### src/ecdh_keygen_pkg.sv
// Constants, types and encodings shared by the asymmetric-key command engine.
// Function
// - Opcode 0x43 is shared secret, 0x40 keygen.
// - Opcodes 0x41, 0x45, 0x80 share this class.
// - Slot key must be private and permit command.
// - Stored-key shared secret only slots 0, 2-4.
// - Slot source: 0x0C clear, 0x0E encrypted, 0x08 scratch.
// - Scratch source: 0x0D clear, 0x0F encrypted, 0x09 scratch.
// - Mode 0x05 scratch key, result into slot.
// - Host sends 32-byte X then 32-byte Y.
// - Clear modes return 32-byte secret unencrypted.
// - Encrypted modes return secret then 32-byte nonce.
// - Failing output-buffer command returns one error byte.
// - Store modes return one status byte, 0x00 ok.
// - Encrypt with protection key, output buffer only.
// - Protect option 1 also encrypts clear modes.
// - Using scratch key clears valid; store resets it.
// - Keygen errors unless slot is curve key.
// - Private keygen into slot also derives public key.
// - Keygen into locked slot fails.
// - Invalid generated private key reports an error.
// - Private keygen only slots 2-4, no authorization.
// - Keygen 0x04 stores key, returns 64-byte public key.
package ecdh_keygen_pkg;

   // ----------------------------------------------------------------
   // Opcodes and modes
   // ----------------------------------------------------------------
   localparam logic [7:0] OP_ECDH = 8'h43;
   localparam logic [7:0] OP_KEY_GENERATION_COMMAND = 8'h40;
   localparam logic [7:0] OP_SIGN = 8'h41;
   localparam logic [7:0] OP_VERIFY = 8'h45;
   localparam logic [7:0] OP_BOOT_CHECK = 8'h80;

   localparam logic [7:0] MODE_SLOT_CLEAR = 8'h0C;
   localparam logic [7:0] MODE_SLOT_ENC = 8'h0E;
   localparam logic [7:0] MODE_SLOT_SCRATCH = 8'h08;
   localparam logic [7:0] MODE_SCR_CLEAR = 8'h0D;
   localparam logic [7:0] MODE_SCR_ENC = 8'h0F;
   localparam logic [7:0] MODE_SCR_SCRATCH = 8'h09;
   localparam logic [7:0] MODE_SCR_TO_SLOT = 8'h05;
   localparam logic [7:0] MODE_GEN_PRIVATE = 8'h04;

   localparam logic [15:0] KEY_ID_SCRATCH = 16'hFFFF;
   localparam logic [15:0] KEY_ID_ZERO = 16'h0000;

   // ----------------------------------------------------------------
   // Slot permissions of this variant
   // ----------------------------------------------------------------
   localparam logic [15:0] ECDH_SLOT_MASK = 16'h001D;
   localparam logic [15:0] GEN_SLOT_MASK = 16'h001C;

   // ----------------------------------------------------------------
   // Lengths and answer codes
   // ----------------------------------------------------------------
   localparam logic [5:0] DATA_LAST_IDX = 6'h3F;
   localparam logic [5:0] SECRET_LAST_IDX = 6'h1F;
   localparam logic [5:0] PUBKEY_LAST_IDX = 6'h3F;
   localparam logic [5:0] NONCE_LAST_IDX = 6'h1F;

   localparam logic [7:0] STATUS_OK = 8'h00;
   localparam logic [7:0] ERR_PARAM = 8'h03;
   localparam logic [7:0] ERR_POLICY = 8'h0F;
   localparam logic [7:0] ERR_FAULT = 8'h05;

   // ----------------------------------------------------------------
   // Types
   // ----------------------------------------------------------------
   typedef enum logic [1:0]
   {
      DEST_OUT = 2'h0,
      DEST_SCRATCH = 2'h1,
      DEST_SLOT = 2'h2
   } dest_t;

   typedef enum logic [5:0]
   {
      S_IDLE = 6'h01,
      S_DATA = 6'h02,
      S_WAIT = 6'h04,
      S_OUT = 6'h08,
      S_NONCE = 6'h10,
      S_REPLY = 6'h20
   } state_t;

   typedef struct packed
   {
      logic [7:0] opcode;
      logic [7:0] mode;
      logic [15:0] key_id;
   } cmd_t;

   typedef struct packed
   {
      logic gen;
      logic use_scratch;
      logic [3:0] slot;
      dest_t dest;
   } ecc_ctrl_t;

endpackage

### src/ecdh_keygen_command_engine.sv
// Command engine for the shared-secret and private-key generation commands.
`timescale 1ns/1ps
module ecdh_keygen_command_engine
(
   input wire logic ref_clk,
   input wire logic rst,
   input wire logic cmd_valid,
   input wire ecdh_keygen_pkg::cmd_t cmd,
   output logic cmd_ready,
   input wire logic data_valid,
   input wire logic [7:0] data_byte,
   output logic data_ready,
   input wire logic [15:0] slot_is_ecc_priv,
   input wire logic [15:0] slot_is_ecc_pub,
   input wire logic [15:0] slot_ecdh_allowed,
   input wire logic [15:0] slot_locked,
   input wire logic secret_protect_option,
   input wire logic [255:0] io_protect_key,
   input wire logic [7:0] entropy_byte,
   output logic ecc_start,
   output ecdh_keygen_pkg::ecc_ctrl_t ecc_ctrl,
   output logic ecc_in_valid,
   output logic [7:0] ecc_in_byte,
   input wire logic ecc_done,
   input wire logic ecc_fail,
   input wire logic ecc_out_valid,
   input wire logic [7:0] ecc_out_byte,
   output logic rsp_valid,
   output logic [7:0] rsp_byte,
   output logic rsp_last,
   output logic asym_class,
   output logic scratch_key_valid_flag,
   output logic busy
);

   ecdh_keygen_pkg::state_t state_reg;
   ecdh_keygen_pkg::ecc_ctrl_t ctrl_next;
   logic enc_reg;
   logic enc_next;
   logic [7:0] err_reg;
   logic [7:0] err_next;
   logic [7:0] reply_reg;
   logic [5:0] cnt_reg;
   logic [5:0] out_last_reg;
   logic is_ecdh;
   logic is_gen;
   logic take;
   logic [3:0] slot;
   logic hi_zero;
   logic [7:0] mask_byte;
   logic [7:0] nonce_byte;

   assign take = cmd_valid && cmd_ready;
   assign slot = cmd.key_id[3:0];
   assign hi_zero = (cmd.key_id[15:4] == 12'h000);
   assign is_ecdh = (cmd.opcode == ecdh_keygen_pkg::OP_ECDH);
   assign is_gen = (cmd.opcode == ecdh_keygen_pkg::OP_KEY_GENERATION_COMMAND);

   // ----------------------------------------------------------------
   // Command decode and permission checks
   // ----------------------------------------------------------------
   always_comb
   begin
      ctrl_next.gen = is_gen;
      ctrl_next.use_scratch = 1'b0;
      ctrl_next.slot = slot;
      ctrl_next.dest = ecdh_keygen_pkg::DEST_OUT;
      enc_next = 1'b0;
      err_next = ecdh_keygen_pkg::STATUS_OK;
      if (is_ecdh)
      begin
         case (cmd.mode)
            ecdh_keygen_pkg::MODE_SLOT_CLEAR: enc_next = secret_protect_option;
            ecdh_keygen_pkg::MODE_SLOT_ENC: enc_next = 1'b1;
            ecdh_keygen_pkg::MODE_SLOT_SCRATCH: ctrl_next.dest = ecdh_keygen_pkg::DEST_SCRATCH;
            ecdh_keygen_pkg::MODE_SCR_CLEAR:
            begin
               ctrl_next.use_scratch = 1'b1;
               enc_next = secret_protect_option;
            end
            ecdh_keygen_pkg::MODE_SCR_ENC:
            begin
               ctrl_next.use_scratch = 1'b1;
               enc_next = 1'b1;
            end
            ecdh_keygen_pkg::MODE_SCR_SCRATCH:
            begin
               ctrl_next.use_scratch = 1'b1;
               ctrl_next.dest = ecdh_keygen_pkg::DEST_SCRATCH;
            end
            ecdh_keygen_pkg::MODE_SCR_TO_SLOT:
            begin
               ctrl_next.use_scratch = 1'b1;
               ctrl_next.dest = ecdh_keygen_pkg::DEST_SLOT;
            end
            default: err_next = ecdh_keygen_pkg::ERR_PARAM;
         endcase
         if (err_next == ecdh_keygen_pkg::STATUS_OK)
         begin
            if (!ctrl_next.use_scratch)
            begin
               if (!hi_zero || !ecdh_keygen_pkg::ECDH_SLOT_MASK[slot] || !slot_is_ecc_priv[slot] ||
                   !slot_ecdh_allowed[slot])
                  err_next = ecdh_keygen_pkg::ERR_POLICY;
            end
            else if (!scratch_key_valid_flag)
               err_next = ecdh_keygen_pkg::ERR_POLICY;
            else if (ctrl_next.dest == ecdh_keygen_pkg::DEST_SLOT)
            begin
               if (!hi_zero || slot_locked[slot])
                  err_next = ecdh_keygen_pkg::ERR_POLICY;
            end
            else if (cmd.key_id != ecdh_keygen_pkg::KEY_ID_ZERO)
               err_next = ecdh_keygen_pkg::ERR_PARAM;
         end
      end
      else if (is_gen)
      begin
         if (cmd.mode != ecdh_keygen_pkg::MODE_GEN_PRIVATE)
            err_next = ecdh_keygen_pkg::ERR_PARAM;
         else if (cmd.key_id == ecdh_keygen_pkg::KEY_ID_SCRATCH)
            ctrl_next.dest = ecdh_keygen_pkg::DEST_SCRATCH;
         else
         begin
            ctrl_next.dest = ecdh_keygen_pkg::DEST_SLOT;
            if (!hi_zero || !(slot_is_ecc_priv[slot] || slot_is_ecc_pub[slot]))
               err_next = ecdh_keygen_pkg::ERR_POLICY;
            else if (slot_locked[slot])
               err_next = ecdh_keygen_pkg::ERR_POLICY;
            else if (!ecdh_keygen_pkg::GEN_SLOT_MASK[slot] || !slot_is_ecc_priv[slot])
               err_next = ecdh_keygen_pkg::ERR_POLICY;
         end
      end
      else
         err_next = ecdh_keygen_pkg::ERR_PARAM;
   end

   // ----------------------------------------------------------------
   // Sequencer
   // ----------------------------------------------------------------
   always_ff @(posedge ref_clk or posedge rst)
   begin
      if (rst)
      begin
         state_reg <= ecdh_keygen_pkg::S_IDLE;
         cmd_ready <= 1'b0;
         data_ready <= 1'b0;
         busy <= 1'b0;
         ecc_start <= 1'b0;
         ecc_ctrl <= '0;
         enc_reg <= 1'b0;
         err_reg <= ecdh_keygen_pkg::STATUS_OK;
         reply_reg <= ecdh_keygen_pkg::STATUS_OK;
         cnt_reg <= 6'h00;
         out_last_reg <= 6'h00;
      end
      else
      begin
         ecc_start <= 1'b0;
         case (state_reg)
            ecdh_keygen_pkg::S_IDLE:
            begin
               cmd_ready <= 1'b1;
               busy <= 1'b0;
               if (take)
               begin
                  cmd_ready <= 1'b0;
                  busy <= 1'b1;
                  ecc_ctrl <= ctrl_next;
                  enc_reg <= enc_next;
                  err_reg <= err_next;
                  reply_reg <= err_next;
                  cnt_reg <= 6'h00;
                  // Gen answers with the public key; unencrypted output answers the secret only.
                  out_last_reg <= (is_gen || enc_next) ? ecdh_keygen_pkg::PUBKEY_LAST_IDX :
                                                          ecdh_keygen_pkg::SECRET_LAST_IDX;
                  if (is_ecdh)
                  begin
                     // The peer key is always drained, even when refused, to keep framing.
                     data_ready <= 1'b1;
                     state_reg <= ecdh_keygen_pkg::S_DATA;
                  end
                  else if (err_next != ecdh_keygen_pkg::STATUS_OK)
                     state_reg <= ecdh_keygen_pkg::S_REPLY;
                  else
                  begin
                     ecc_start <= 1'b1;
                     state_reg <= ecdh_keygen_pkg::S_WAIT;
                  end
               end
            end
            ecdh_keygen_pkg::S_DATA:
            begin
               if (data_valid && data_ready)
               begin
                  cnt_reg <= cnt_reg + 6'h01;
                  if (cnt_reg == ecdh_keygen_pkg::DATA_LAST_IDX)
                  begin
                     data_ready <= 1'b0;
                     cnt_reg <= 6'h00;
                     if (err_reg != ecdh_keygen_pkg::STATUS_OK)
                        state_reg <= ecdh_keygen_pkg::S_REPLY;
                     else
                     begin
                        ecc_start <= 1'b1;
                        state_reg <= ecdh_keygen_pkg::S_WAIT;
                     end
                  end
               end
            end
            ecdh_keygen_pkg::S_WAIT:
            begin
               if (ecc_done)
               begin
                  if (ecc_fail)
                  begin
                     reply_reg <= ecdh_keygen_pkg::ERR_FAULT;
                     state_reg <= ecdh_keygen_pkg::S_REPLY;
                  end
                  else if (ecc_ctrl.dest == ecdh_keygen_pkg::DEST_OUT || ecc_ctrl.gen)
                     state_reg <= ecdh_keygen_pkg::S_OUT;
                  else
                  begin
                     reply_reg <= ecdh_keygen_pkg::STATUS_OK;
                     state_reg <= ecdh_keygen_pkg::S_REPLY;
                  end
               end
            end
            ecdh_keygen_pkg::S_OUT:
            begin
               if (ecc_out_valid)
               begin
                  cnt_reg <= cnt_reg + 6'h01;
                  if (enc_reg && cnt_reg == ecdh_keygen_pkg::SECRET_LAST_IDX)
                  begin
                     cnt_reg <= 6'h00;
                     state_reg <= ecdh_keygen_pkg::S_NONCE;
                  end
                  else if (cnt_reg == out_last_reg)
                     state_reg <= ecdh_keygen_pkg::S_IDLE;
               end
            end
            ecdh_keygen_pkg::S_NONCE:
            begin
               cnt_reg <= cnt_reg + 6'h01;
               if (cnt_reg == ecdh_keygen_pkg::NONCE_LAST_IDX)
                  state_reg <= ecdh_keygen_pkg::S_IDLE;
            end
            ecdh_keygen_pkg::S_REPLY: state_reg <= ecdh_keygen_pkg::S_IDLE;
            default: state_reg <= ecdh_keygen_pkg::S_IDLE;
         endcase
      end
   end

   // ----------------------------------------------------------------
   // Peer key forwarding and answer bytes
   // ----------------------------------------------------------------
   always_ff @(posedge ref_clk or posedge rst)
   begin
      if (rst)
      begin
         ecc_in_valid <= 1'b0;
         ecc_in_byte <= 8'h00;
      end
      else
      begin
         // A refused command never hands its peer key to the curve engine.
         ecc_in_valid <= (state_reg == ecdh_keygen_pkg::S_DATA) && data_valid && data_ready &&
                         (err_reg == ecdh_keygen_pkg::STATUS_OK);
         ecc_in_byte <= data_byte;
      end
   end

   always_ff @(posedge ref_clk or posedge rst)
   begin
      if (rst)
      begin
         rsp_valid <= 1'b0;
         rsp_byte <= 8'h00;
         rsp_last <= 1'b0;
      end
      else
      begin
         rsp_valid <= 1'b0;
         rsp_last <= 1'b0;
         case (state_reg)
            ecdh_keygen_pkg::S_OUT:
            begin
               rsp_valid <= ecc_out_valid;
               rsp_byte <= enc_reg ? (ecc_out_byte ^ mask_byte) : ecc_out_byte;
               rsp_last <= ecc_out_valid && !enc_reg && (cnt_reg == out_last_reg);
            end
            ecdh_keygen_pkg::S_NONCE:
            begin
               rsp_valid <= 1'b1;
               rsp_byte <= nonce_byte;
               rsp_last <= (cnt_reg == ecdh_keygen_pkg::NONCE_LAST_IDX);
            end
            ecdh_keygen_pkg::S_REPLY:
            begin
               rsp_valid <= 1'b1;
               rsp_byte <= reply_reg;
               rsp_last <= 1'b1;
            end
            default: rsp_byte <= rsp_byte;
         endcase
      end
   end

   // ----------------------------------------------------------------
   // Class flag and scratch key validity
   // ----------------------------------------------------------------
   always_ff @(posedge ref_clk or posedge rst)
   begin
      if (rst)
         asym_class <= 1'b0;
      else if (take)
         asym_class <= is_ecdh || is_gen || cmd.opcode == ecdh_keygen_pkg::OP_SIGN ||
                       cmd.opcode == ecdh_keygen_pkg::OP_VERIFY ||
                       cmd.opcode == ecdh_keygen_pkg::OP_BOOT_CHECK;
   end

   always_ff @(posedge ref_clk or posedge rst)
   begin
      if (rst)
         scratch_key_valid_flag <= 1'b0;
      else if (state_reg == ecdh_keygen_pkg::S_WAIT && ecc_done && !ecc_fail &&
               ecc_ctrl.dest == ecdh_keygen_pkg::DEST_SCRATCH)
         scratch_key_valid_flag <= 1'b1;
      else if (ecc_start && (ecc_ctrl.use_scratch || ecc_ctrl.dest == ecdh_keygen_pkg::DEST_SCRATCH))
         scratch_key_valid_flag <= 1'b0;
   end

   secret_cipher u_cipher
   (
      .ref_clk(ref_clk),
      .rst(rst),
      .hold(state_reg == ecdh_keygen_pkg::S_OUT || state_reg == ecdh_keygen_pkg::S_NONCE),
      .entropy_byte(entropy_byte),
      .io_protect_key(io_protect_key),
      .idx(cnt_reg[4:0]),
      .mask_byte(mask_byte),
      .nonce_byte(nonce_byte)
   );
endmodule

### src/secret_cipher.sv
// Output nonce source and per-byte encryption mask for the shared secret.
`timescale 1ns/1ps
module secret_cipher
(
   input wire logic ref_clk,
   input wire logic rst,
   input wire logic hold,
   input wire logic [7:0] entropy_byte,
   input wire logic [255:0] io_protect_key,
   input wire logic [4:0] idx,
   output logic [7:0] mask_byte,
   output logic [7:0] nonce_byte
);

   logic [255:0] nonce_reg;
   logic [7:0] mask_arr [0:31];
   logic [7:0] nonce_arr [0:31];

   // The nonce keeps stirring in entropy and freezes while a reply uses it,
   // so the mask and the nonce that follows always belong together.
   always_ff @(posedge ref_clk or posedge rst)
   begin
      if (rst)
         nonce_reg <= 256'h0;
      else if (!hold)
         nonce_reg <= {nonce_reg[247:0], nonce_reg[255:248] ^ entropy_byte};
   end

   genvar i;
   generate
      for (i = 0; i < 32; i = i + 1)
      begin : g_byte
         assign nonce_arr[i] = nonce_reg[8*i +: 8];
         assign mask_arr[i] = nonce_reg[8*i +: 8] ^ io_protect_key[8*i +: 8];
      end
   endgenerate

   assign mask_byte = mask_arr[idx];
   assign nonce_byte = nonce_arr[idx];

endmodule

### config.mk
export PLATFORM = sky130hd
export DESIGN_NAME = ecdh_keygen_command_engine
export DESIGN_NICKNAME = d
export VERILOG_FILES = /design/src/ecdh_keygen_pkg.sv /design/src/ecdh_keygen_command_engine.sv /design/src/secret_cipher.sv
export SDC_FILE = /design/constraint.sdc
export NUM_CORES = 1
export LEC_CHECK = 0
export BUFFER_PORTS_ARGS = -buffer_cell sky130_fd_sc_hd__buf_4
export CAP_MARGIN = 5
export CORE_UTILIZATION = 50
export CTS_CLUSTER_DIAMETER = 40
export DETAILED_ROUTE_END_ITERATION = 16
export PLACE_DENSITY_LB_ADDON = 0.25
export SKIP_LAST_GASP = 1
export SLEW_MARGIN = 0
export SYNTH_ARGS = -nofsm -noshare
export SYNTH_HDL_FRONTEND = slang
export SYNTH_SLANG_ARGS = --single-unit
### constraint.sdc
create_clock -name ref_clk -period 15.3 [get_ports ref_clk]
set_input_delay 2.295 -clock ref_clk [delete_from_list [all_inputs] [get_ports ref_clk]]
set_output_delay 2.295 -clock ref_clk [all_outputs]
set_load 0.01 [all_outputs]
After elaboration in Yosys (flattened, before gate mapping) --
Memory sizes are Yosys's and may differ from the RTL's. Index checks and enable logic that the tools add are counted. W data, S select, Z words.
Cells by class: add/sub/neg operators 1, magnitude comparators 2, equality and inequality tests 34, multiplexer cells 89, bitwise operators 35, reductions and logical operators 58
Operators with widths (number):
- $xor A8 B8 Y8 | 34
- $mux W8 | 19
- $mux W6 | 19
- $bmux W8 S5 | 2
- $eq A8 B4 Y1 const B | 6
- $eq A8 B7 Y1 const B | 4
- $pmux W6 S5 | 1
- $mux W1 | 24
- $pmux W6 S4 | 1
- $pmux W8 S3 | 1
- $mux W4 | 5
- $bmux W1 S4 | 4
- $eq A16 B16 Y1 const B | 1
- $logic_not A8 Y1 | 2
- $pmux W8 S2 | 1
- $reduce_bool A16 Y1 | 1
- $reduce_bool A8 Y1 | 2
- $logic_or A1 B1 Y1 | 15
- $ne A2 B2 Y1 const B | 7
- $eq A6 B5 Y1 const B | 2
- $eq A6 B6 Y1 const B | 2
- $logic_and A1 B1 Y1 | 12
- $logic_not A12 Y1 | 1
- $mux W2 | 6
- other kinds (30) | 47
Word-level totals: bits in registers 324, bits in read-only memories 32, input bits 384, output and inout port bits 33, word-level logic and storage cells 243, memories kept 2
Memories:
- (no name shown) | words 16, bits a word 1, rd ports 1, clocked after Yosys merged registers in 0, write ports 0, RTL line ecdh_keygen_command_engine.sv:130 | else if (!ecdh_keygen_pkg::GEN_SLOT_MASK[slot] || !slot_is_ecc_priv[slot])
- (no name shown) | words 16, bits a word 1, rd ports 1, clocked after Yosys merged registers in 0, write ports 0, RTL line ecdh_keygen_command_engine.sv:102 | if (!hi_zero || !ecdh_keygen_pkg::ECDH_SLOT_MASK[slot] || !slot_is_ecc_priv[slot] ||

Longest topological paths before layout --
word-level depth 16, gate-level depth with buffers 11, depth with buffers taken out 7

Cells and area by module --
A second synthesis with hierarchy kept.
Second synthesis, totals: cells, all modules 1583, area, all modules 18584.1 um^2
By module, submodules not included:
- secret_cipher | instances 1, cells each 1223, area an instance 15336.0 um^2, seq. area each 6406.1 um^2
- ecdh_keygen_command_engine | instances 1, cells each 360, area an instance 3248.1 um^2, seq. area each 1352.5 um^2

Worst setup path before layout --
No wires, ideal clock.
path kind input -> register, start point input port cmd[0] (netlist name), end point register state_reg[2], setup time 0.101 ns, data arrival time 4.134 ns, data required time 15.199 ns, slack 11.065 ns, stages 8, path buffers 1, path through buf_2 -> mux4_2 -> nor2b_1 -> a2111oi_0 -> nor2_1 -> nor2_1 -> a21boi_0 -> o32ai_1
On the way: longest elaborated chain between the ends 16, elaborated cells on any way between the ends 45, those cells by class eq/ne (1); mux (28); reduce/logical (14); memory (2)
Ends and longest elaborated chain:
- from (decl) | RTL line ecdh_keygen_command_engine.sv:8 | input wire ecdh_keygen_pkg::cmd_t cmd,
- $mem_v2 Z16 W1 or $bmux W1 S4 (tied branches)
- $mux W1, on equally long branches | RTL line ecdh_keygen_command_engine.sv:130, ecdh_keygen_command_engine.sv:102, ecdh_keygen_command_engine.sv:126
- $logic_not A1 Y1, on equally long branches | RTL line ecdh_keygen_command_engine.sv:130, ecdh_keygen_command_engine.sv:102
- $logic_or A1 B1 Y1 | RTL line ecdh_keygen_command_engine.sv:130
- $mux W4 | RTL line ecdh_keygen_command_engine.sv:130
- $mux W4 | RTL line ecdh_keygen_command_engine.sv:128 | else if (slot_locked[slot])
- $mux W4 | RTL line ecdh_keygen_command_engine.sv:126 | if (!hi_zero || !(slot_is_ecc_priv[slot] || slot_is_ecc_pub[slot]))
- $mux W4 | RTL line ecdh_keygen_command_engine.sv:121 | else if (cmd.key_id == ecdh_keygen_pkg::KEY_ID_SCRATCH)
- $mux W4 | RTL line ecdh_keygen_command_engine.sv:119 | if (cmd.mode != ecdh_keygen_pkg::MODE_GEN_PRIVATE)
- $mux W8 | RTL line ecdh_keygen_command_engine.sv:117 | else if (is_gen)
- $mux W8 * | RTL line ecdh_keygen_command_engine.sv:70 | if (is_ecdh)
- $reduce_bool A8 Y1 * | RTL line ecdh_keygen_command_engine.sv:183 | else if (err_next != ecdh_keygen_pkg::STATUS_OK)
- $mux W6 * | RTL line ecdh_keygen_command_engine.sv:183
- $mux W6 * | RTL line ecdh_keygen_command_engine.sv:177 | if (is_ecdh)
- $mux W6 * | RTL line ecdh_keygen_command_engine.sv:165 | if (take)
- $pmux W6 S5 * | RTL line ecdh_keygen_command_engine.sv:160 | case (state_reg)
- to (signal assigned) | RTL line ecdh_keygen_command_engine.sv:181 | state_reg <= ecdh_keygen_pkg::S_DATA;
- to (signal assigned) | RTL line ecdh_keygen_command_engine.sv:184 | state_reg <= ecdh_keygen_pkg::S_REPLY;
- to (signal assigned) | RTL line ecdh_keygen_command_engine.sv:188 | state_reg <= ecdh_keygen_pkg::S_WAIT;
- to (decl) | RTL line ecdh_keygen_command_engine.sv:36 | ecdh_keygen_pkg::state_t state_reg;
Mark *: on every way between the ends. The rest lies on a longest branch, timed or not. The select of a mux whose other input is x is not followed. A chain may end at the register's enable or synchronous reset.

Final worst setup path --
start point input port cmd[21] (netlist name), end point register reply_reg[2]
On the way: longest elaborated chain between the ends 12, elaborated cells on any way between the ends 28, those cells by class eq/ne (9); mux (15); reduce/logical (4)
Ends and longest elaborated chain:
- $eq A8 B4 Y1 | RTL line ecdh_keygen_command_engine.sv:72 | case (cmd.mode)
- $reduce_or A2 Y1 (no source line)
- $pmux W2 S2 | RTL line ecdh_keygen_command_engine.sv:72
- $mux W2 | RTL line ecdh_keygen_command_engine.sv:70
- $eq A2 B2 Y1 | RTL line ecdh_keygen_command_engine.sv:108 | else if (ctrl_next.dest == ecdh_keygen_pkg::DEST_SLOT)
- $mux W8 | RTL line ecdh_keygen_command_engine.sv:108
- $mux W8 | RTL line ecdh_keygen_command_engine.sv:106 | else if (!scratch_key_valid_flag)
- $mux W8 | RTL line ecdh_keygen_command_engine.sv:100 | if (!ctrl_next.use_scratch)
- $mux W8 | RTL line ecdh_keygen_command_engine.sv:98 | if (err_next == ecdh_keygen_pkg::STATUS_OK)
- $mux W8 * | RTL line ecdh_keygen_command_engine.sv:70
- $mux W8 * | RTL line ecdh_keygen_command_engine.sv:165
- $pmux W8 S2 * | RTL line ecdh_keygen_command_engine.sv:160
- to (signal assigned) | RTL line ecdh_keygen_command_engine.sv:153 | reply_reg <= ecdh_keygen_pkg::STATUS_OK;
- to (signal assigned) | RTL line ecdh_keygen_command_engine.sv:172 | reply_reg <= err_next;
- to (signal assigned) | RTL line ecdh_keygen_command_engine.sv:217 | reply_reg <= ecdh_keygen_pkg::ERR_FAULT;
- to (decl) | RTL line ecdh_keygen_command_engine.sv:42 | logic [7:0] reply_reg;
Marked as above.

==> impl_metrics.yaml <==
outcome:
  status: "completed"
worst_setup_path:
  cp_data_arrival_time_ps: 4670
  crit_path_start_kind: "input port"
  slowest_delay_ps: 730
  cp_data_required_time_ps: 15810
  cp_slowest_cell: "o41ai_1"
  crit_family: "compound AO/OA/AOI/OAI gates"
  r2r-start: "cnt_reg[0]"
  crit_path_max_fanout: 4
  startpoint: "cmd[21]"
  reg2reg_setup_slack_ps: 11220
  cp_num_buf_inv: 1
  worstSetupPathType: "in -> reg"
  cp-end-kind: "flop"
  path_cells: "buf_4 > or4_1 > a2111oi_2 > a21oi_1 > nand2_1 > nor2_1 > o41ai_1 > nand2b_1"
cells_and_area:
  utilization_pct: 63.99
  largest_reg_flops: 256
  drive_above_1_share_pct: 27.12
  fill_cells: 3013
  syn_to_final_growth_pct: 24.88
  nets: 2676
global_routing:
  top_usage_layer: "met2"
  grt_pass1_vias: 15941
  antenna_found_initial: 7
  use_met2_pct: 47.10
  grt_usage_pct: 31.37
  grt_use_met3_pct: 7.546
  overflow: 0
  grt_max_degree: 111
  use_met1_pct: 42.64
  grt_pass1_wl_microns: 92060
sta:
  fin_skew_ps: 21.80
  clock.fmax_mhz: 239.9
  finalSetupTns_ps: 0
  finalCriticalPeriod_ps: 4169
  tightest_slew_ps: 1152
  finalHoldViolations: 0
  setup_viol: 0
  final-max-slew-violation-count: 0
  rsz0062_at_grt: "no"
  timing.final.crit_share_pct: 27.25
  slew_headroom_pct: 23.18
pwr:
  leakagePower_nw: 10.67
  vdd.ir_drop.worst_v: 0.00007858
  power_density_mw_per_mm2: 109.9
cts:
  cts-root-buf: "clkbuf_16"
  hold_buffers: 0
  clk_latency_ps: 570
  path_clk_slew_ps: 60
  cts_buffers: 47
  cts_tree: "built"
  cts_buffer_depth: 3
  cts_setup_buffers: 0
  htreeDepth: 2
  cts.sinks: 310
  cts.repair.resized: 0
detailed_routing:
  drt_iter0_drc: 1420
  ant_nets: 0
  avgViaCountPerCell: 5.706
  drc: 0
  first_pass_iters: 7
  vias: 16210
  wirelength_microns: 59760
  wl_per_cell_microns: 21.04
yosys:
  yosysTopAreaCell: "dfrtp_1"
  synth.area.top_cells: "dfrtp_1, mux4_2, nand2_1, xnor2_1, xor2_1"
  syn_inst: 1961
  yosysSeqAreaShare_pct: 40.97
  synth_common_cells: "nand2_1, dfrtp_1, xnor2_1"
  synth_top_area_share_pct: 40.83
  synth_warnings: 0
  avgSynthCellArea_sq_um: 9.658
  syn_nets: 2346
  ys.flop_type: "dfrtp_1"
  netlist_area_sq_mm: 0.01894
  synth_edf_count: 0
  yosysMostFrequentCell: "nand2_1"
  yosys_register_bits: 310
  synth_cell_types: 75
  async_flop_share_pct: 100.0
die:
  rows: 70
  die_y_microns: 196.6
  die_area_sq_mm: 0.03866
  core-area_sq_mm: 0.03696
  io_pins: 417
  die_w_microns: 196.6
  start_util_pct: 51.24
placed_design:
  portBuffers: 378
  hpwl_microns: 43290
  gp_congestion: 0.9465
hold_path:
  min_from: "ecc_ctrl[2]"
  worstHoldPathType: "reg -> reg"
job:
  cap_violations: 0
[cells by family after synthesis]
group                      after synthesis  synth area share, %
and+or+nand+nor                        950                20.19
adders and majority gates                2               0.1189
DFF                                    310                40.97
AOI/OAI and AO/OA                      148                5.589
xor gates and xnor gates               270                12.49
buffers and inverters                  120                2.834
muxes                                  161                17.82
[worst paths after layout]
path	to	depth (start not counted)
worst max-delay path	reply_reg[2]	8
worst min-delay path	ecc_ctrl[2]	2
worst max register to register	rsp_byte[0]	8
worst min register to register	ecc_ctrl[2]	2
max in group asynchronous	u_cipher.nonce_reg[237]	4
min in group asynchronous	u_cipher.nonce_reg[40]	2
[through the flow]
stage                     instance area [sq um]  std cells  power [mW]  setup slack (ps)  hold WS [ps]
after global placement                    22050       2746       1.510             10510         465.1
after detailed placement                  22050       2746       1.532             10460         469.5
after floorplan                           18940       1961       1.307              4434         448.2
after global routing                      23640       2838       2.709             10760         504.4
final                                     23650       2841       2.599             11130         480.2
after CTS                                 23630       2834       2.611             11060         480.7
[layout by cell type, fill, tap and decap left out, types with 5 or more instances in the layout]
| master | instances |
|---|---|
| o21ai_0 | 34 |
| nor3_1 | 7 |
| a21o_1 | 5 |
| inv_6 | 6 |
| nor2_1 | 45 |
| mux2i_1 | 18 |
| inv_1 | 7 |
| buf_4 | 392 |
| diode_2 | 7 |
| xor2_1 | 62 |
| nor4_1 | 11 |
| o211ai_1 | 9 |
| dfrtp_1 | 306 |
| clkinv_4 | 6 |
| nand2_1 | 813 |
| xnor2_1 | 208 |
| and3_1 | 5 |
| a32oi_1 | 5 |
| mux4_2 | 138 |
| nor2b_1 | 14 |
| a221oi_1 | 7 |
| a21oi_1 | 12 |
| a22oi_1 | 9 |
| clkbuf_16 | 48 |
| o22ai_1 | 9 |
| nand2b_1 | 13 |
| nand3_1 | 8 |
| a211oi_1 | 5 |
| a221o_1 | 5 |
| clkinvlp_4 | 7 |
| nand4_1 | 9 |
| a22o_1 | 5 |
| clkinv_2 | 8 |
| a31oi_1 | 6 |
[metal layers]
metal / part of all wire [%] / routed length (microns)
met3: 9.0 / 5364
met2: 46 / 27250
met1: 41 / 24260
met5: 0 / 0
met4: 4.8 / 2887
[tightest hold or removal path, stage by stage, from the launching register on]
cell and delay (ps):
dfrtp_1 340, nand2_1 50, nand2_1 60
[final cells by class]
type                    instances  area (sq um)  share of cell area [%]
flip-flops and latches        310          7770                   32.85
inverters                       9         41.29                  0.1746
multi-input cells            1531         10660                   45.08
repair buffers                392          2943                   12.44
diodes                          7         17.52                 0.07406
clock buffers                  56          1271                   5.375
clock inverters                32         315.3                   1.333
well taps                     504         630.6                   2.666
[power breakdown]
group	total (mW)	internal (mW)	switching, mW
registers	1.03	0.913	0.121
logic	0.490	0.268	0.223
clock network	1.08	0.654	0.421
total	2.60	1.83	0.765
Note: power is estimated with default switching activity, not from simulation.
